$ cat config.mk
export PLATFORM = sky130hd
export DESIGN_NAME = mwd_top
export DESIGN_NICKNAME = d
export VERILOG_FILES = /design/src/include/mwd_pkg.sv /design/src/include/mwd_axis_if.sv /design/src/rtl/mwd_axis.sv /design/src/rtl/mwd_irq.sv /design/src/rtl/mwd_top.sv
export SDC_FILE = /design/constraint.sdc
export NUM_CORES = 1
export LEC_CHECK = 0
export BUFFER_PORTS_ARGS = -buffer_cell sky130_fd_sc_hd__buf_4
export CAP_MARGIN = 20
export CORE_MARGIN = 3
export CORE_UTILIZATION = 30
export CTS_CLUSTER_DIAMETER = 50
export DETAILED_ROUTE_END_ITERATION = 12
export GPL_ROUTABILITY_DRIVEN = 0
export HOLD_SLACK_MARGIN = 0.02
export PLACE_DENSITY_LB_ADDON = 0.25
export SLEW_MARGIN = 20
export SYNTH_ARGS = -nofsm -noshare
export SYNTH_HDL_FRONTEND = slang
export SYNTH_SLANG_ARGS = --single-unit
$ cat constraint.sdc
create_clock -name core_clk -period 5.6 [get_ports core_clk]
set_input_delay 1.4 -clock core_clk [delete_from_list [all_inputs] [get_ports core_clk]]
set_output_delay 1.4 -clock core_clk [all_outputs]
set_load 0.02 [all_outputs]
$ cat src/include/mwd_pkg.sv
// ********************************************************
// Shared constants for the motion wake detector
// ********************************************************
package mwd_pkg;
  // Register indices; byte address is four times the index
  localparam logic [7:0] MWD_IDX_AXIS_CTRL = 8'h10;
  localparam logic [7:0] MWD_IDX_THR_CTRL = 8'h13;
  localparam logic [7:0] MWD_IDX_SHADOW_CFG = 8'h14;
  localparam logic [7:0] MWD_IDX_STATUS = 8'h18;
  localparam logic [7:0] MWD_IDX_MASK = 8'h19;
  // Values after reset
  localparam logic [7:0] MWD_RST_BYTE = 8'h00;
  localparam logic [31:0] MWD_RST_WORD = 32'h0000_0000;
  // Field positions
  localparam int MWD_THR_MODE_BIT = 7;
  localparam int MWD_THR_ANDOR_BIT = 6;
  localparam int MWD_CFG_MUX_LSB = 4;
  localparam int MWD_CFG_CNTEN_BIT = 3;
  localparam int MWD_PD_LSB = 4;
  localparam int MWD_STAT_WAKE_BIT = 0;
  localparam int MWD_STAT_AXIS_LSB = 1;
  // Widths
  localparam int MWD_SAMPLE_W = 14;
  localparam int MWD_DELTA_W = 11;
  localparam int MWD_FIELD_W = 6;
  localparam int MWD_STAT_W = 4;
  localparam int MWD_AXES = 3;
  // Highest legal slice offset for an 11-bit delta
  localparam logic [2:0] MWD_SLICE_MAX = 3'h5;
  // AHB codes
  localparam logic [2:0] MWD_HSIZE_WORD = 3'h2;
  // Watch-mode sequencing
  typedef enum logic [2:0] {
    MWD_ST_IDLE = 3'b001,
    MWD_ST_PRIME = 3'b010,
    MWD_ST_RUN = 3'b100
  } mwd_state_t;
endpackage

$ cat src/include/mwd_axis_if.sv
`timescale 1ns/1ps
// ********************************************************
// Link between the controller and one axis detector
// ********************************************************
interface mwd_axis_if;
  import mwd_pkg::*;
  logic step; // One sample to process
  logic prime; // First sample of watch mode
  logic use_base; // Delta against baseline
  logic count_en; // Detection counting on
  logic [2:0] slice_sel; // Delta slice offset
  logic [MWD_FIELD_W-1:0] threshold; // Axis threshold
  logic [MWD_FIELD_W-1:0] det_count; // Events minus one
  logic [MWD_SAMPLE_W-1:0] sample; // Current sample
  logic flag; // Axis wakeup flag
  modport ctrl (output step, prime, use_base, count_en, slice_sel,
    threshold, det_count, sample, input flag);
  modport axis (input step, prime, use_base, count_en, slice_sel,
    threshold, det_count, sample, output flag);
endinterface

$ cat src/rtl/mwd_axis.sv
`timescale 1ns/1ps
// ********************************************************
// One axis: delta, slice, threshold and detection count
// ********************************************************
module mwd_axis
  import mwd_pkg::*;
(
  input wire logic core_clk,
  input wire logic rst_n,
  mwd_axis_if.axis ax
);
  logic [MWD_SAMPLE_W-1:0] prev_reg, prev_next; // Last sample
  logic [MWD_SAMPLE_W-1:0] base_reg, base_next; // Baseline sample
  logic [MWD_FIELD_W-1:0] cnt_reg, cnt_next; // Consecutive hits
  logic flag_reg, flag_next; // Axis flag
  logic [MWD_SAMPLE_W-1:0] ref_smp; // Reference sample
  logic [MWD_SAMPLE_W:0] diff; // One bit wider, never wraps
  logic [MWD_SAMPLE_W:0] mag; // Absolute difference
  logic [MWD_DELTA_W-1:0] delta; // Clamped 11-bit delta
  logic [MWD_FIELD_W-1:0] slice; // Compared slice
  logic hit; // Delta above threshold

  // Six bits from offset s, saturated if any higher bit is set
  function automatic logic [MWD_FIELD_W-1:0] pick_slice(
    input logic [MWD_DELTA_W-1:0] d, input logic [2:0] s);
    logic [MWD_DELTA_W-1:0] sh;
    logic [2:0] sc;
    sc = (s > MWD_SLICE_MAX) ? MWD_SLICE_MAX : s;
    sh = d >> sc;
    pick_slice = (|sh[MWD_DELTA_W-1:MWD_FIELD_W]) ? '1
      : sh[MWD_FIELD_W-1:0];
  endfunction

  // Delta and next state
  always_comb
  begin
    ref_smp = ax.use_base ? base_reg : prev_reg;
    diff = {ax.sample[MWD_SAMPLE_W-1], ax.sample}
      - {ref_smp[MWD_SAMPLE_W-1], ref_smp};
    mag = diff[MWD_SAMPLE_W] ? (~diff + 1'b1) : diff;
    // Clamp so huge deltas still count as motion
    delta = (|mag[MWD_SAMPLE_W:MWD_DELTA_W]) ? '1
      : mag[MWD_DELTA_W-1:0];
    slice = pick_slice(delta, ax.slice_sel);
    hit = slice > ax.threshold;
    prev_next = prev_reg;
    base_next = base_reg;
    cnt_next = cnt_reg;
    flag_next = flag_reg;
    if (ax.step)
    begin
      prev_next = ax.sample;
      if (ax.prime)
      begin
        // Baseline is the first sample of watch mode
        base_next = ax.sample;
        cnt_next = '0;
        flag_next = 1'b0;
      end
      else
      begin
        // Count register holds events minus one
        flag_next = hit && (!ax.count_en
          || cnt_reg >= ax.det_count);
        // A miss breaks the run of detections
        cnt_next = !hit ? '0 : (&cnt_reg) ? cnt_reg
          : cnt_reg + 1'b1;
      end
    end
  end

  // State registers
  always_ff @(posedge core_clk or negedge rst_n)
  begin
    if (!rst_n)
    begin
      prev_reg <= '0;
      base_reg <= '0;
      cnt_reg <= '0;
      flag_reg <= 1'b0;
    end
    else
    begin
      prev_reg <= prev_next;
      base_reg <= base_next;
      cnt_reg <= cnt_next;
      flag_reg <= flag_next;
    end
  end

  assign ax.flag = flag_reg;
endmodule // mwd_axis

$ cat src/rtl/mwd_irq.sv
`timescale 1ns/1ps
// ********************************************************
// Sticky status, read clear and masked interrupt
// ********************************************************
module mwd_irq
  import mwd_pkg::*;
(
  input wire logic core_clk,
  input wire logic rst_n,
  input wire logic [MWD_STAT_W-1:0] event_set,
  input wire logic read_clear,
  input wire logic [MWD_STAT_W-1:0] mask,
  output logic [MWD_STAT_W-1:0] status,
  output logic irq
);
  logic [MWD_STAT_W-1:0] status_reg, status_next; // Sticky bits
  logic irq_reg, irq_next; // Registered level

  // New events win over a clearing read in the same cycle
  always_comb
  begin
    status_next = (read_clear ? '0 : status_reg) | event_set;
    irq_next = |(status_next & mask);
  end

  // Registers
  always_ff @(posedge core_clk or negedge rst_n)
  begin
    if (!rst_n)
    begin
      status_reg <= '0;
      irq_reg <= 1'b0;
    end
    else
    begin
      status_reg <= status_next;
      irq_reg <= irq_next;
    end
  end

  assign status = status_reg;
  assign irq = irq_reg;
endmodule // mwd_irq

$ cat src/rtl/mwd_top.sv
`timescale 1ns/1ps
// Contract
// - Axis event when delta exceeds threshold
// - Independent 6-bit threshold per axis
// - Six shadows reached through selected data field
// - Selector codes pick threshold, count or none
// - Counting needs several detections before wakeup
// - Count loads events minus one, per axis
// - Axis flags combined by AND or OR
// - Combine bit zero: any active axis wakes
// - Combine bit one: all active axes wake
// - Powered-down axis left out of combine
// - Mode zero: delta against previous sample
// - Mode one: delta against first watch sample
// - Counters used only when count enable set
// - Selectable clamped 6-bit slice of delta
module mwd_top
  import mwd_pkg::*;
(
  input wire logic core_clk,
  input wire logic rst_n,
  input wire logic hsel,
  input wire logic [31:0] haddr,
  input wire logic [1:0] htrans,
  input wire logic hwrite,
  input wire logic [2:0] hsize,
  input wire logic [31:0] hwdata,
  input wire logic hready,
  output logic hreadyout,
  output logic hresp,
  output logic [31:0] hrdata,
  input wire logic watch_mode,
  input wire logic sample_valid,
  input wire logic [MWD_SAMPLE_W-1:0] sample_x,
  input wire logic [MWD_SAMPLE_W-1:0] sample_y,
  input wire logic [MWD_SAMPLE_W-1:0] sample_z,
  output logic wakeup,
  output logic wake_irq
);
  // ********************************************************
  // Declarations
  // ********************************************************
  logic mode_reg, mode_next; // Baseline delta when set
  logic and_or_reg, and_or_next; // AND combine when set
  logic [2:0] sel_reg, sel_next; // Shadow selector
  logic cnten_reg, cnten_next; // Detection counting
  logic [2:0] mux_reg, mux_next; // Delta slice offset
  logic [2:0] pd_reg, pd_next; // Axis power-down bits
  logic [MWD_STAT_W-1:0] mask_reg, mask_next; // Interrupt mask
  logic [MWD_FIELD_W-1:0] thr_reg [MWD_AXES]; // Thresholds
  logic [MWD_FIELD_W-1:0] thr_next [MWD_AXES];
  logic [MWD_FIELD_W-1:0] cnt_reg [MWD_AXES]; // Detection counts
  logic [MWD_FIELD_W-1:0] cnt_next [MWD_AXES];
  logic wr_pend_reg, wr_pend_next; // Write in data phase
  logic [7:0] wr_idx_reg, wr_idx_next; // Index being written
  logic [31:0] hrdata_reg, hrdata_next; // Read data
  mwd_state_t state_reg, state_next; // Watch sequencing
  logic step_d_reg, step_d_next; // Flags just updated
  logic wake_reg, wake_next; // Combined wakeup level
  logic addr_ok; // Valid address phase
  logic [7:0] a_idx; // Index of address phase
  logic read_clear; // Status read in progress
  logic [3:0] dec_wr; // Decoded selector
  logic [3:0] dec_rd;
  logic step; // Sample to process
  logic [MWD_SAMPLE_W-1:0] samples [MWD_AXES];
  logic [MWD_AXES-1:0] flags; // Axis flags
  logic [MWD_AXES-1:0] active; // Axes not powered down
  logic any_hit; // OR combine
  logic all_hit; // AND combine
  logic combined; // Selected combine
  logic [MWD_STAT_W-1:0] events; // Sticky status sources
  logic [MWD_STAT_W-1:0] status; // Sticky status bits

  // Selector decode: {valid, is_count, axis[1:0]}
  function automatic logic [3:0] shadow_decode(input logic [2:0] s);
    logic [1:0] ix;
    ix = s[1:0] - 2'h1;
    shadow_decode = {s[1:0] != 2'h0, s[2], ix};
  endfunction

  // ********************************************************
  // AHB-Lite slave: zero wait states, always OKAY
  // ********************************************************
  assign addr_ok = hsel && htrans[1] && hready;
  assign a_idx = haddr[9:2];
  assign read_clear = addr_ok && !hwrite
    && haddr[31:10] == 22'h0 && a_idx == MWD_IDX_STATUS;
  assign dec_wr = shadow_decode(sel_reg);
  assign dec_rd = shadow_decode(sel_reg);
  assign hreadyout = 1'b1;
  assign hresp = 1'b0;
  assign hrdata = hrdata_reg;

  // Register writes and read data
  always_comb
  begin
    mode_next = mode_reg;
    and_or_next = and_or_reg;
    sel_next = sel_reg;
    cnten_next = cnten_reg;
    mux_next = mux_reg;
    pd_next = pd_reg;
    mask_next = mask_reg;
    thr_next = thr_reg;
    cnt_next = cnt_reg;
    // Only whole-word writes inside the map are kept
    wr_pend_next = addr_ok && hwrite && hsize == MWD_HSIZE_WORD
      && haddr[31:10] == 22'h0;
    wr_idx_next = a_idx;
    hrdata_next = hrdata_reg;
    if (wr_pend_reg)
    begin
      case (wr_idx_reg)
        MWD_IDX_THR_CTRL:
        begin
          mode_next = hwdata[MWD_THR_MODE_BIT];
          and_or_next = hwdata[MWD_THR_ANDOR_BIT];
          // Data field lands in the selected shadow only
          if (dec_wr[3] && !dec_wr[2])
            thr_next[dec_wr[1:0]] = hwdata[MWD_FIELD_W-1:0];
          else if (dec_wr[3])
            cnt_next[dec_wr[1:0]] = hwdata[MWD_FIELD_W-1:0];
          // Otherwise the field is dropped
        end
        MWD_IDX_SHADOW_CFG:
        begin
          sel_next = hwdata[2:0];
          cnten_next = hwdata[MWD_CFG_CNTEN_BIT];
          mux_next = hwdata[MWD_CFG_MUX_LSB +: 3];
        end
        MWD_IDX_AXIS_CTRL: pd_next = hwdata[MWD_PD_LSB +: 3];
        MWD_IDX_MASK: mask_next = hwdata[MWD_STAT_W-1:0];
        default: ; // Unmapped writes vanish
      endcase
    end
    if (addr_ok && !hwrite)
    begin
      hrdata_next = MWD_RST_WORD;
      if (haddr[31:10] == 22'h0)
      begin
        case (a_idx)
          MWD_IDX_THR_CTRL:
          begin
            hrdata_next[MWD_THR_MODE_BIT] = mode_reg;
            hrdata_next[MWD_THR_ANDOR_BIT] = and_or_reg;
            // Nothing selected reads as zero
            if (dec_rd[3] && !dec_rd[2])
              hrdata_next[MWD_FIELD_W-1:0] = thr_reg[dec_rd[1:0]];
            else if (dec_rd[3])
              hrdata_next[MWD_FIELD_W-1:0] = cnt_reg[dec_rd[1:0]];
          end
          MWD_IDX_SHADOW_CFG:
          begin
            hrdata_next[2:0] = sel_reg;
            hrdata_next[MWD_CFG_CNTEN_BIT] = cnten_reg;
            hrdata_next[MWD_CFG_MUX_LSB +: 3] = mux_reg;
          end
          MWD_IDX_AXIS_CTRL: hrdata_next[MWD_PD_LSB +: 3] = pd_reg;
          MWD_IDX_STATUS: hrdata_next[MWD_STAT_W-1:0] = status;
          MWD_IDX_MASK: hrdata_next[MWD_STAT_W-1:0] = mask_reg;
          default: ; // Unmapped reads as zero
        endcase
      end
    end
  end

  // ********************************************************
  // Watch-mode sequencing and combine
  // ********************************************************
  always_comb
  begin
    state_next = state_reg;
    case (state_reg)
      MWD_ST_IDLE: if (watch_mode) state_next = MWD_ST_PRIME;
      MWD_ST_PRIME:
      begin
        if (!watch_mode)
          state_next = MWD_ST_IDLE;
        else if (sample_valid)
          state_next = MWD_ST_RUN;
      end
      MWD_ST_RUN: if (!watch_mode) state_next = MWD_ST_IDLE;
      default: state_next = MWD_ST_IDLE;
    endcase
  end

  assign step = sample_valid && watch_mode
    && state_reg != MWD_ST_IDLE;
  assign samples[0] = sample_x;
  assign samples[1] = sample_y;
  assign samples[2] = sample_z;
  assign active = ~pd_reg;
  assign any_hit = |(flags & active);
  // An all-down set never wakes under AND
  assign all_hit = (&(flags | pd_reg)) && (|active);
  assign combined = and_or_reg ? all_hit : any_hit;
  assign events = {step_d_reg ? (flags & active) : 3'h0,
    step_d_reg && combined && state_reg == MWD_ST_RUN};

  // Wakeup level follows each processed sample
  always_comb
  begin
    step_d_next = step && state_reg == MWD_ST_RUN;
    wake_next = wake_reg;
    if (state_reg != MWD_ST_RUN)
      wake_next = 1'b0;
    else if (step_d_reg)
      wake_next = combined;
  end

  // ********************************************************
  // Registers
  // ********************************************************
  always_ff @(posedge core_clk or negedge rst_n)
  begin
    if (!rst_n)
    begin
      mode_reg <= 1'b0;
      and_or_reg <= 1'b0;
      sel_reg <= MWD_RST_BYTE[2:0];
      cnten_reg <= 1'b0;
      mux_reg <= MWD_RST_BYTE[2:0];
      pd_reg <= MWD_RST_BYTE[2:0];
      mask_reg <= MWD_RST_BYTE[MWD_STAT_W-1:0];
      thr_reg <= '{default: '0};
      cnt_reg <= '{default: '0};
      wr_pend_reg <= 1'b0;
      wr_idx_reg <= MWD_RST_BYTE;
      hrdata_reg <= MWD_RST_WORD;
      state_reg <= MWD_ST_IDLE;
      step_d_reg <= 1'b0;
      wake_reg <= 1'b0;
    end
    else
    begin
      mode_reg <= mode_next;
      and_or_reg <= and_or_next;
      sel_reg <= sel_next;
      cnten_reg <= cnten_next;
      mux_reg <= mux_next;
      pd_reg <= pd_next;
      mask_reg <= mask_next;
      thr_reg <= thr_next;
      cnt_reg <= cnt_next;
      wr_pend_reg <= wr_pend_next;
      wr_idx_reg <= wr_idx_next;
      hrdata_reg <= hrdata_next;
      state_reg <= state_next;
      step_d_reg <= step_d_next;
      wake_reg <= wake_next;
    end
  end

  assign wakeup = wake_reg;

  // ********************************************************
  // Axis detectors and interrupt
  // ********************************************************
  mwd_axis_if ax_if [MWD_AXES] ();

  generate
    for (genvar g = 0; g < MWD_AXES; g++)
    begin : g_axis
      assign ax_if[g].step = step;
      assign ax_if[g].prime = state_reg == MWD_ST_PRIME;
      assign ax_if[g].use_base = mode_reg;
      assign ax_if[g].count_en = cnten_reg;
      assign ax_if[g].slice_sel = mux_reg;
      assign ax_if[g].threshold = thr_reg[g];
      assign ax_if[g].det_count = cnt_reg[g];
      assign ax_if[g].sample = samples[g];
      assign flags[g] = ax_if[g].flag;
      mwd_axis u_axis (
        .core_clk(core_clk),
        .rst_n(rst_n),
        .ax(ax_if[g])
      );
    end
  endgenerate

  mwd_irq u_irq (
    .core_clk(core_clk),
    .rst_n(rst_n),
    .event_set(events),
    .read_clear(read_clear),
    .mask(mask_reg),
    .status(status),
    .irq(wake_irq)
  );
endmodule // mwd_top

## After elaboration in Yosys (flattened, before gate mapping)

Index checks and enable logic that the tools add are counted.

- Memory bits (read-only): 0
- Bits in latches: 0
- Memory bits (writable): 0
- Memories kept: 0
- Bits in registers: 184
- Output and inout bits: 36
- Logic and storage cells: 189
- Input bits: 118

- Magnitude comparators: 9
- Eq/ne operators: 21
- $mul: 0
- Bitwise gates (word level): 10
- Shift operators: 3
- Div/mod/pow operators: 0
- Reductions and logical operators: 52
- Multiplexer cells: 51
- Add/subtract/negate cells: 10

Operator list:

| operator | number |
|---|---|
| 6-bit two-way mux | 19 |
| 8-bit by 5-bit == test with 1-bit output, second input constant | 9 |
| 15-bit by 1-bit adder with 15-bit output, second input constant | 3 |
| 15-bit two-way mux | 3 |
| 15-bit inverter | 3 |
| 14-bit by 14-bit subtractor with 15-bit output | 3 |
| 14-bit two-way mux | 3 |
| 18-bit bitwise mux | 2 |
| 11-bit two-way mux | 3 |
| 11-bit by 3-bit right shift with 11-bit output | 3 |
| 6-bit binary-select mux with 2-bit select | 2 |
| 22-bit zero test | 1 |
| 1-bit logical AND | 19 |
| 6-bit by 1-bit adder with 6-bit output, second input constant | 3 |
| 6-bit >= comparator | 3 |
| 6-bit greater-than comparator | 3 |
| 3-bit two-way mux | 6 |
| 3-bit one-hot mux with 3 select lines | 2 |
| 6-bit AND reduction | 3 |
| 4-bit one-hot mux with 4 select lines | 1 |
| 2-bit AND reduction | 8 |
| 4-bit OR reduction | 4 |
| 3-bit inequality test, second input constant | 5 |
| 5-bit OR reduction | 3 |
| 26 further kinds | 42 |

## Longest topological paths before layout

Gate-level depths: netlist of the first run.

- Depth after elaboration: 13
- Mapped depth: 27
- Depth with buffers taken out: 24

## By module

Synthesis of the first run repeated with hierarchy kept, for this count alone.

- Cells, all modules: 1499
- Area, all modules: 14441.4 um^2

By module, submodules not included:

| module | cells an instance | area each (um^2) | times used | seq. area each (um^2) |
|---|---|---|---|---|
| mwd_axis (g_axis[1].u_axis ...) | 377 | 3434.5 | 2 | 875.8 |
| mwd_top | 328 | 3852.4 | 1 | 1853.0 |
| mwd_axis (g_axis[0].u_axis) | 399 | 3518.4 | 1 | 875.8 |
| mwd_irq | 18 | 201.4 | 1 | 125.1 |

## Worst setup path before layout of the first run

No wires, ideal clock.

- Path type: input -> register
- Start: input sample_z[0]
- End: register g_axis[2].u_axis.cnt_reg[3]
- Library setup time: 0.126 ns
- Data required time: 5.474 ns
- Path slack: -0.597 ns
- Path buffers: 0
- Arrival time: 6.071 ns
- Cell stages on the path: 24
- Cell sequence: inv_1 -> ha_1 -> fa_1 -> nand2b_1 -> a21oi_1 -> xnor2_1 -> and3_1 -> nand2_1 -> o41a_1 -> mux2i_1 -> o221ai_2 -> a311oi_4 -> o2111ai_1 -> ha_1 -> nor2b_1 -> o21a_1 -> o21a_1 -> o21a_1 -> o21ai_0 -> a21oi_1 -> a41oi_1 -> nand4_1 -> xor2_1 -> nor2_1

- Word-level cells in the longest chain between the ends: 12
- Elaborated cells on any way between the ends: 14
- Classes of those cells: 2 x add/sub; 1 x order compare; 1 x eq/ne; 1 x shift; 5 x mux; 1 x bitwise; 3 x reduce/logical

RTL lines:

| item | line | source |
|---|---|---|
| start: declaration | mwd_top.sv:36 | `input wire logic [MWD_SAMPLE_W-1:0] sample_z,` |
| 14-bit by 14-bit subtractor with 15-bit output (*) | mwd_axis.sv:39 | `- {ref_smp[MWD_SAMPLE_W-1], ref_smp};` |
| 15-bit inverter | mwd_axis.sv:40 | `mag = diff[MWD_SAMPLE_W] ? (~diff + 1'b1) : diff;` |
| 15-bit by 1-bit adder with 15-bit output | mwd_axis.sv:40 |  |
| 15-bit two-way mux (*) | mwd_axis.sv:40 |  |
| 4-bit OR reduction | mwd_axis.sv:42 | `delta = (\|mag[MWD_SAMPLE_W:MWD_DELTA_W]) ? '1` |
| 11-bit two-way mux (*) | mwd_axis.sv:42 |  |
| 11-bit by 3-bit right shift with 11-bit output (*) | mwd_axis.sv:29 | `sh = d >> sc;` |
| 5-bit OR reduction | mwd_axis.sv:30 | `pick_slice = (\|sh[MWD_DELTA_W-1:MWD_FIELD_W]) ? '1` |
| 6-bit two-way mux (*) | mwd_axis.sv:30 |  |
| 6-bit greater-than comparator (*) | mwd_axis.sv:45 | `hit = slice > ax.threshold;` |
| 3-bit inequality test (no source line) or 6-bit two-way mux (tied branches) | n/a |  |
| 2-bit AND reduction (no source line) or 6-bit two-way mux (tied branches) | n/a |  |
| end signal: assignment | mwd_axis.sv:86 | `cnt_reg <= cnt_next;` |
| end: declaration | mwd_axis.sv:14 | `logic [MWD_FIELD_W-1:0] cnt_reg, cnt_next;` |

Every way passes the cells marked *; elsewhere a longest branch is shown, timed or not.
A chain may end at the register's enable or synchronous reset.

## Worst setup path after layout of the first run

- Start: input sample_y[0]
- End: register g_axis[1].u_axis.cnt_reg[5]

- Word-level cells in the longest chain between the ends: 12
- Elaborated cells on any way between the ends: 14
- Classes of those cells: 2 x add/sub; 1 x order compare; 1 x eq/ne; 1 x shift; 5 x mux; 1 x bitwise; 3 x reduce/logical

RTL lines:

| item | line | source |
|---|---|---|
| start: declaration | mwd_top.sv:35 | `input wire logic [MWD_SAMPLE_W-1:0] sample_y,` |
| 14-bit by 14-bit subtractor with 15-bit output (*) | mwd_axis.sv:39 |  |
| 15-bit inverter | mwd_axis.sv:40 |  |
| 15-bit by 1-bit adder with 15-bit output | mwd_axis.sv:40 |  |
| 15-bit two-way mux (*) | mwd_axis.sv:40 |  |
| 4-bit OR reduction | mwd_axis.sv:42 |  |
| 11-bit two-way mux (*) | mwd_axis.sv:42 |  |
| 11-bit by 3-bit right shift with 11-bit output (*) | mwd_axis.sv:29 |  |
| 5-bit OR reduction | mwd_axis.sv:30 |  |
| 6-bit two-way mux (*) | mwd_axis.sv:30 |  |
| 6-bit greater-than comparator (*) | mwd_axis.sv:45 |  |
| 3-bit inequality test (no source line) or 6-bit two-way mux (tied branches) | n/a |  |
| 2-bit AND reduction (no source line) or 6-bit two-way mux (tied branches) | n/a |  |
| end signal: assignment | mwd_axis.sv:86 |  |
| end: declaration | mwd_axis.sv:14 |  |

Marks and branches as above.

==> results of run 1 <==
==> critical path, cell delays in order <==
cell and delay (ps):
buf_12 100, inv_12 30, ha_4 150, fa_2 350, and2b_1 230, o2111ai_2 130
a21bo_2 260, a211oi_4 280, nand4_1 150, or3_4 390, nor3b_2 180, o2111ai_2 180
a22oi_2 340, o211ai_1 160, ha_1 350, a21oi_2 120, nor2b_1 50, o21ai_1 120
nand3b_1 100, nand3_2 130, nor3_2 50, nor2_2 120, nand4_1 170, or3_1 400
a21oi_2 120
==> power groups by stage <==
stage | registers [mW] | clock network (mW) | logic, mW
floorplan | 1.76 | 0 | 3.36
global placement | 1.80 | 0 | 5.30
detailed placement | 1.82 | 0 | 5.39
CTS | 1.79 | 1.33 | 5.52
global route | 1.83 | 1.37 | 6.30
finish | 1.79 | 1.28 | 5.68
==> final cells by class <==
class	count	area share
Clock buffer	17	0.0236
Clock inverter	15	0.00993
Inverter	77	0.0174
Multi-Input combinational cell	1241	0.503
Sequential cell	184	0.256
Tap cell	592	0.0411
Timing Repair Buffer	345	0.149
==> worst paths after layout <==
path | cells past startpoint | to | slack, ps
worst max-delay path | 25 | g_axis[1].u_axis.cnt_reg[5]$_DFFE_PN0P_ | -60
worst min-delay path | 2 | g_axis[1].u_axis.prev_reg[8]$_DFFE_PN0P_ | 470
worst max register to register | 25 | g_axis[1].u_axis.cnt_reg[5]$_DFFE_PN0P_ | 30
worst min register to register | 2 | g_axis[1].u_axis.prev_reg[8]$_DFFE_PN0P_ | 470
max in group asynchronous | 2 | g_axis[1].u_axis.base_reg[6]$_DFFE_PN0P_ | 3390
min in group asynchronous | 1 | hrdata[0]$_DFFE_PN0P_ | 990
==> routing by layer <==
layer,vias up,routed length (um),part of all wire,GRT usage
met5,-,0,0,0
met4,0,573,0.015,0.0481
met3,32,1100,0.029,0.0287
met2,151,18200,0.48,0.265
met1,5942,17900,0.47,0.211
li1,6149,-,-,-
==> cells in the final DEF (no fill, tap or decap), drive strengths merged, types with 21 or more instances in the layout <==
| master | count |
|---|---|
| conb | 26 |
| inv | 84 |
| a211oi | 21 |
| mux2 | 72 |
| a21o | 25 |
| nand2 | 245 |
| nor2 | 100 |
| xnor2 | 30 |
| nor3 | 23 |
| o21ai | 111 |
| xor2 | 28 |
| ha | 88 |
| dfrtp | 183 |
| nor2b | 21 |
| nand3 | 34 |
| mux2i | 71 |
| a21oi | 81 |
| buf | 344 |
==> cells by family (layout without fill, tap and decap cells) <==
kind of cell               Yosys count  count (layout)
other                                2              26
muxes                              146             146
adders and majority gates           91              91
buffers and inverters              168             454
xor gates and xnor gates            58              58
DFF                                184             184
AOI/OAI and AO/OA                  376             376
and+or+nand+nor                    544             544
==> per-stage QoR <==
| stage | TNS, ps | hold slack (ps) | power, mW | instances |
|---|---|---|---|---|
| after global placement | -9290 | 456 | 7.10 | 2427 |
| after detailed placement | -10680 | 462 | 7.21 | 2427 |
| after CTS | 0 | 479 | 8.64 | 2463 |
| final | -61.0 | 474 | 8.75 | 2471 |
| after floorplan | -1140 | 445 | 5.12 | 1593 |
| after global routing | -2920 | 500 | 9.50 | 2471 |
==> timing repair <==
action                                  4_1_cts  5_1_grt
pin swaps                                    27       36
setup buffers                                 4        8
gates resized for setup                      25       58
endpoints found under the setup margin        9       19
==> qor.txt, run 1 <==
Longest Clk Path Bufs = 2
Hold WC Path Type = reg -> reg
Setup CP Type = in -> reg
grt ovf = 0
Post-Route WL = 37800 um
share of cells above drive strength 1 = 0.309
sequential share of the synthesized area = 0.334
Compound-Gate Fraction of Synth Area = 0.186
ant diodes = 0
xor-xnor portion of the synthesized cell area = 0.0374
FF+latch area = 4610 sq um
# nets final = 2075
area delta synth->final = 30.7%
worst vdd ir = 317 uV
Filler cells = 4501
Clock Latency Late Sink = 500 ps
fin area = 18000 sq um
Post-Synth Simple-Gate Area = 0.190
cts bufs inserted = 17
crit path time final = 5660 ps
1st-iter DRT viols = 609
vias in the first global route = 12000
Die Ht = 220 um
final core utilization = 0.402
initial antenna violation count = 0
Sink Count = 184
FF-to-FF Start = ax_if[0].use_base$_DFFE_PN0P_
Total GRT Usage = 0.159
largest family of logic cells by synthesized area = simple AND/OR/NAND/NOR gates
Synth Register Bits = 184
CTS tree = done
top-count cell post-synth = nand2_1
First-pass DRT Iterations = 5
warning count from the yosys run = 0
setup ws final = -57.2 ps
sequential power share = 0.205
Final period util = 1.01
via count = 12300
DP Area = 16900 sq um
Synth Instances = 1569
Comb pwr share = 0.649
Leak = 8.64 nW
CTS Hold Bufs = 0
net switching power figure = 3.63 mW
commonest cells in the netlist = nand2_1, dfrtp_1, o21ai_0, nor2_1, ha_1
vias per inst = 4.97
Initial Utilization = 0.308
clock slew at reported path FFs = 80 ps
worst-margin pin slew = 1010 ps
Avg Synthesized Cell Area = 8.79 sq um
CP arrival = 6080 ps
PortBufs = 100
synth unique cells = 103
top cell type's share of synthesized area = 0.332
RSZ-0062 raised after global routing = true
Post-synth EDFFs = 0
number of setup violations in the final report = 2
Syn Std Cell Area = 13800 sq um
final hold vios = 0
H-tree levels = 4
row count = 77
Clk pwr share = 0.146
Switching Fraction = 0.414
Most used DFF post-synth = dfrtp_1
asr flop ratio synth = 1.00
largest net degree at the start of global routing = 102
slew margin rel. = 0.323
worst-case setup slack after placement = -680 ps
worst hold path startpoint = g_axis[1].u_axis.prev_reg[8]$_DFFE_PN0P_
Post-Route Skew = 17.1 ps
violated checks = setup timing
area of the multi-input gates = 9060 sq um
final antenna-violating net count = 0
Adder-Cell Fraction of Synth Area = 0.0842
Max Cap Viol = 0
clk root buf = clkbuf_16
startpoint types = input port
CP max FO = 6
pwr/cell area = 486 nW/um^2
residual DRC count = 0
num ports = 154
Yosys top cell by area = dfrtp_1
Worst setup startpoint = sample_y[0]
status = finished, violations left
WP data required = 6020 ps
Max Fclk = 177 MHz
die width = 220 um
Core Box Area = 44800 sq um
cell internal pwr = 5.13 mW
top cells by area, synth = dfrtp_1, ha_1, nand2_1
Slew Limit Fails = 0
Die ar. = 48600 sq um
global-route wire length before repair = 62000 um
CP Capture Type = flop
mux cell area share after synthesis = 0.115
DR WL/cell = 15.3 um
hpwl dp = 28500 um
No activity file was read; power rests on OpenSTA's default activity.
==> inputs of run 2 (changes only) <==
--- a/config.mk
+++ b/config.mk
@@ -13,7 +13,7 @@
 export DETAILED_ROUTE_END_ITERATION = 12
 export GPL_ROUTABILITY_DRIVEN = 0
 export HOLD_SLACK_MARGIN = 0.02
-export PLACE_DENSITY_LB_ADDON = 0.25
+export PLACE_DENSITY_LB_ADDON = 0.3
 export SLEW_MARGIN = 20
 export SYNTH_ARGS = -nofsm -noshare
 export SYNTH_HDL_FRONTEND = slang
==> run 2 against run 1 <==
Net effect: the run still ends with setup timing left; die area unchanged; critical path depth up 4; non-clock buffer count up 4; global-route usage down 0.095 points; clock-buffer cell count up 3; wire length down 0.37%.
==> qor.txt, run 2 (same netlist as run 1, synthesis figures left out) <==
grt ovf = 0
Max Cap Viol = 0
global-route wire length before repair = 61800 um
commonest non-fill, non-tap cells in the layout = buf_4, nand2_1, dfrtp_1, o21ai_0, nor2_1
Filler cells = 4408
critical path's slowest cell = fa_2
worst-case setup slack after placement = -680 ps
final hold vios = 0
initial antenna violation count = 0
worst vdd ir = 298 uV
Longest Clk Path Bufs = 2
Slew Limit Fails = 0
setup ws final = -0.519 ps
startpoint types = input port
row count = 77
DR WL/cell = 15.2 um
cts bufs inserted = 17
slowest stage delay, CP = 340 ps
residual DRC count = 0
clock slew at reported path FFs = 70 ps
WP data required = 5980 ps
total power = 8.77 mW
final core utilization = 0.401
clk root buf = clkbuf_16
pwr/cell area = 488 nW/um^2
Final period util = 1.00
Leak = 8.61 nW
# nets final = 2079
reg-to-reg slack, setup = 60 ps
area of the multi-input gates = 9030 sq um
vias in the first global route = 12100
1st-iter DRT viols = 672
RSZ-0062 raised after global routing = true
slew margin rel. = 0.299
Setup CP Type = in -> reg
Core Box Area = 44800 sq um
CTS tree = done
crit path time final = 5600 ps
CP max FO = 5
Die ar. = 48600 sq um
commonest non-fill, non-tap cell in the layout = buf_4
via count = 12300
die width = 220 um
First-pass DRT Iterations = 5
Total GRT Usage = 0.158
area delta synth->final = 30.4%
ant diodes = 0
crit-path most repeated cell = buf_4
vias per inst = 4.98
Post-Route Skew = 17.3 ps
worst-margin pin slew = 1040 ps
Sink Count = 184
Clock Latency Late Sink = 500 ps
Post-Route WL = 37700 um
hpwl dp = 28500 um
H-tree levels = 4
final antenna-violating net count = 0
Initial Utilization = 0.308
status = finished, violations left
Hold WC Path Type = reg -> reg
number of setup violations in the final report = 1
Die Ht = 220 um
CTS Hold Bufs = 0
FF+latch area = 4610 sq um
CP arrival = 5980 ps
largest net degree at the start of global routing = 102
PortBufs = 100
num ports = 154
violated checks = setup timing
CP Capture Type = flop
Max Fclk = 179 MHz
share of cells above drive strength 1 = 0.304
[run 2: cell count changes in the layout (fill, tap and decap cells not counted), sizes merged]
cell      delta
buf          +4
bufinv       +1
clkinvlp     +2
clkbuf       +3
clkinv       -6
[run 2: routing by layer]
| layer | vias to the layer above | routed length, um | global-route usage |
|---|---|---|---|
| met1 | 5954 | 17900 | 0.208 |
| met3 | 40 | 1180 | 0.0323 |
| met4 | 0 | 683 | 0.0532 |
| met2 | 157 | 17900 | 0.259 |
| li1 | 6165 | - | - |
| met5 | - | 0 | 0 |
[run 2: worst paths after layout]
kind | startpoint | endpoint | cells after the start
max | sample_z[0] | g_axis[2].u_axis.cnt_reg[1]$_DFFE_PN0P_ | 29
min | g_axis[0].u_axis.prev_reg[7]$_DFFE_PN0P_ | g_axis[0].u_axis.prev_reg[7]$_DFFE_PN0P_ | 2
max reg2reg | ax_if[0].use_base$_DFFE_PN0P_ | g_axis[2].u_axis.cnt_reg[1]$_DFFE_PN0P_ | 28
min reg2reg | g_axis[0].u_axis.prev_reg[7]$_DFFE_PN0P_ | g_axis[0].u_axis.prev_reg[7]$_DFFE_PN0P_ | 2
max in group asynchronous | rst_n | g_axis[1].u_axis.prev_reg[5]$_DFFE_PN0P_ | 2
min in group asynchronous | rst_n | wr_pend_reg$_DFF_PN0_ | 1
[run 2: timing repair]
action / in CTS / in global routing
setup buffers: 5 / 10
gates resized for setup: 18 / 51
pin swaps: 27 / 45
setup endpoints to repair: 9 / 20
hold endpoints to repair: 0 / 0
[run 2: critical path: cells and delay by family]
kind,cells,cell delay (ps)
AND/OR/NAND/NOR,5,530
AO/OA/AOI/OAI,13,2190
XOR/XNOR,1,130
adder cells (fa/ha/maj),3,820
buffers and inverters,7,900
[run 2: through the flow]
stage | setup TNS, ps | cell area (sq um) | instances | hold WS, ps
6_report | -0.519 | 18000 | 2475 | 473
5_1_grt | -3220 | 18000 | 2475 | 502
4_1_cts | -13.5 | 17700 | 2465 | 479
3_5_place_dp | -10520 | 16900 | 2428 | 462
3_3_place_gp | -8770 | 16900 | 2428 | 457
2_1_floorplan | -1140 | 14100 | 1593 | 445
[run 2: final cells by class]
type | instances | share of cell area
Clock buffer | 20 | 0.0248
Clock inverter | 12 | 0.00842
Inverter | 77 | 0.0175
Multi-Input combinational cell | 1241 | 0.502
Sequential cell | 184 | 0.256
Tap cell | 592 | 0.0412
Timing Repair Buffer | 349 | 0.149
[run 2: report_power, final]
part | total [mW] | internal, mW | switching, mW
Sequential | 1.79 | 1.61 | 0.183
Clock | 1.28 | 0.682 | 0.597
Combinational | 5.69 | 2.90 | 2.80
Total | 8.77 | 5.19 | 3.58
==> inputs of run 3 (changes only) <==
--- a/config.mk
+++ b/config.mk
@@ -11,8 +11,8 @@
 export CORE_UTILIZATION = 30
 export CTS_CLUSTER_DIAMETER = 50
 export DETAILED_ROUTE_END_ITERATION = 12
-export GPL_ROUTABILITY_DRIVEN = 0
 export HOLD_SLACK_MARGIN = 0.02
+export MAX_ROUTING_LAYER = met4
 export PLACE_DENSITY_LB_ADDON = 0.3
 export SLEW_MARGIN = 20
 export SYNTH_ARGS = -nofsm -noshare
==> run 3 against run 2 <==
Net effect: the run now ends clean; wire length down 0.23%; critical path depth did not move; non-clock buffer count unchanged; via count decreased by 0.32%; die area did not move; largest power group unchanged; sequential share of layout area stayed put; sequential power barely moved; register-to-register slack about the same; critical endpoint unchanged; highest routed layer unchanged; clock power hardly changed.
==> qor.txt, run 3 (same netlist as run 1, synthesis figures left out) <==
Worst setup startpoint = sample_z[0]
clk root buf = clkbuf_16
worst hold path startpoint = g_axis[0].u_axis.prev_reg[7]$_DFFE_PN0P_
Post-Route Skew = 14.8 ps
RSZ-0062 raised after global routing = true
CP Capture Type = flop
PortBufs = 100
commonest non-fill, non-tap cell in the layout = buf_4
row count = 77
grt ovf = 0
hpwl dp = 28500 um
cell internal pwr = 5.19 mW
residual DRC count = 0
Setup CP Type = in -> reg
Max Cap Viol = 0
First-pass DRT Iterations = 5
crit path time final = 5580 ps
Filler cells = 4408
initial antenna violation count = 0
CP max FO = 5
vias per inst = 4.96
cts bufs inserted = 17
Leak = 8.61 nW
status = complete, no violations
area of the multi-input gates = 9030 sq um
Hold WC Path Type = reg -> reg
Hold WS = 473 ps
Fin Setup TNS = 0 ps
die width = 220 um
CTS Hold Bufs = 0
Switching Fraction = 0.408
Initial Utilization = 0.308
Post-Route WL = 37600 um
worst-margin pin slew = 1050 ps
H-tree levels = 4
1st-iter DRT viols = 736
Clk pwr share = 0.146
FF+latch area = 4610 sq um
critical path's slowest cell = fa_2
slowest stage delay, CP = 340 ps
Die Ht = 220 um
DR WL/cell = 15.2 um
Max Fclk = 179 MHz
Longest Clk Path Bufs = 2
clock slew at reported path FFs = 70 ps
num ports = 154
commonest non-fill, non-tap cells in the layout = buf_4, nand2_1, dfrtp_1, o21ai_0, nor2_1
global-route wire length before repair = 61800 um
vias in the first global route = 12100
Clock Latency Late Sink = 490 ps
slew margin rel. = 0.293
CTS tree = done
Total GRT Usage = 0.163
Core Box Area = 44800 sq um
area delta synth->final = 30.4%
Sink Count = 184
Die ar. = 48600 sq um
Final GP Congestion = 0.858
share of cells above drive strength 1 = 0.304
crit-path most repeated cell = buf_4
pwr/cell area = 487 nW/um^2
Comb pwr share = 0.649
CP arrival = 5970 ps
number of setup violations in the final report = 0
final hold vios = 0
startpoint types = input port
Slew Limit Fails = 0
WP data required = 5980 ps
Final period util = 0.997
sequential power share = 0.205
final antenna-violating net count = 0
largest net degree at the start of global routing = 102
net switching power figure = 3.57 mW
via count = 12300
FF-to-FF Start = ax_if[0].use_base$_DFFE_PN0P_
worst vdd ir = 298 uV
ant diodes = 0
# nets final = 2079
run 3: cell counts in the layout (fill, tap and decap cells not counted):
No cell type changed its count.
run 3: final cells by class:
class                           count  share of cell area
Inverter                           77              0.0175
Timing Repair Buffer              349               0.149
Sequential cell                   184               0.256
Tap cell                          592              0.0412
Clock inverter                     12             0.00842
Clock buffer                       20              0.0248
Multi-Input combinational cell   1241               0.502
run 3: timing repair:
action | 4_1_cts | 5_1_grt
pin swaps | 27 | 45
buffers inserted | 5 | 10
setup endpoints to repair | 9 | 20
gates resized for setup | 18 | 51
run 3: stage by stage:
stage	cells	instance area, sq um	setup WS (ps)	total power [mW]	utilization
2_1_floorplan	1593	14100	-179	5.12	-
3_3_place_gp	2428	16900	-656	7.08	0.378
3_5_place_dp	2428	16900	-680	7.20	0.378
4_1_cts	2465	17700	-10.2	8.61	0.394
5_1_grt	2475	18000	-257	9.51	0.401
6_report	2475	18000	15.2	8.76	0.401
run 3: final timing paths:
| check | end | slack [ps] | depth (start not counted) |
|---|---|---|---|
| setup / recovery | g_axis[2].u_axis.cnt_reg[1]$_DFFE_PN0P_ | 20 | 29 |
| hold / removal | g_axis[0].u_axis.prev_reg[7]$_DFFE_PN0P_ | 470 | 2 |
| setup reg to reg | g_axis[2].u_axis.cnt_reg[1]$_DFFE_PN0P_ | 70 | 28 |
| hold reg to reg | g_axis[0].u_axis.prev_reg[7]$_DFFE_PN0P_ | 470 | 2 |
| max in group asynchronous | g_axis[1].u_axis.prev_reg[5]$_DFFE_PN0P_ | 3470 | 2 |
| min in group asynchronous | wr_idx_reg[1]$_DFF_PN0_ | 1000 | 1 |
run 3: worst max-delay path: cells and delay by family:
family | cells | cell delay, ps
and+or+nand+nor | 5 | 530
adders and majority gates | 3 | 820
buffers and inverters | 7 | 900
xor gates and xnor gates | 1 | 130
AOI/OAI and AO/OA | 13 | 2190
run 3: power by group through the flow:
stage | clock (mW) | sequential [mW] | combinational, mW
5_1_grt | 1.37 | 1.84 | 6.31
2_1_floorplan | 0 | 1.76 | 3.36
6_report | 1.28 | 1.79 | 5.69
4_1_cts | 1.33 | 1.79 | 5.49
3_5_place_dp | 0 | 1.82 | 5.39
3_3_place_gp | 0 | 1.80 | 5.28
run 3: per-layer routing:
| layer | vias to the layer above | track usage | wire length [um] |
|---|---|---|---|
| li1 | 6167 | - | - |
| met1 | 5943 | 0.208 | 17900 |
| met2 | 131 | 0.260 | 17900 |
| met3 | 35 | 0.0317 | 1100 |
| met4 | 0 | 0.0532 | 647 |
| met5 | - | - | 0 |
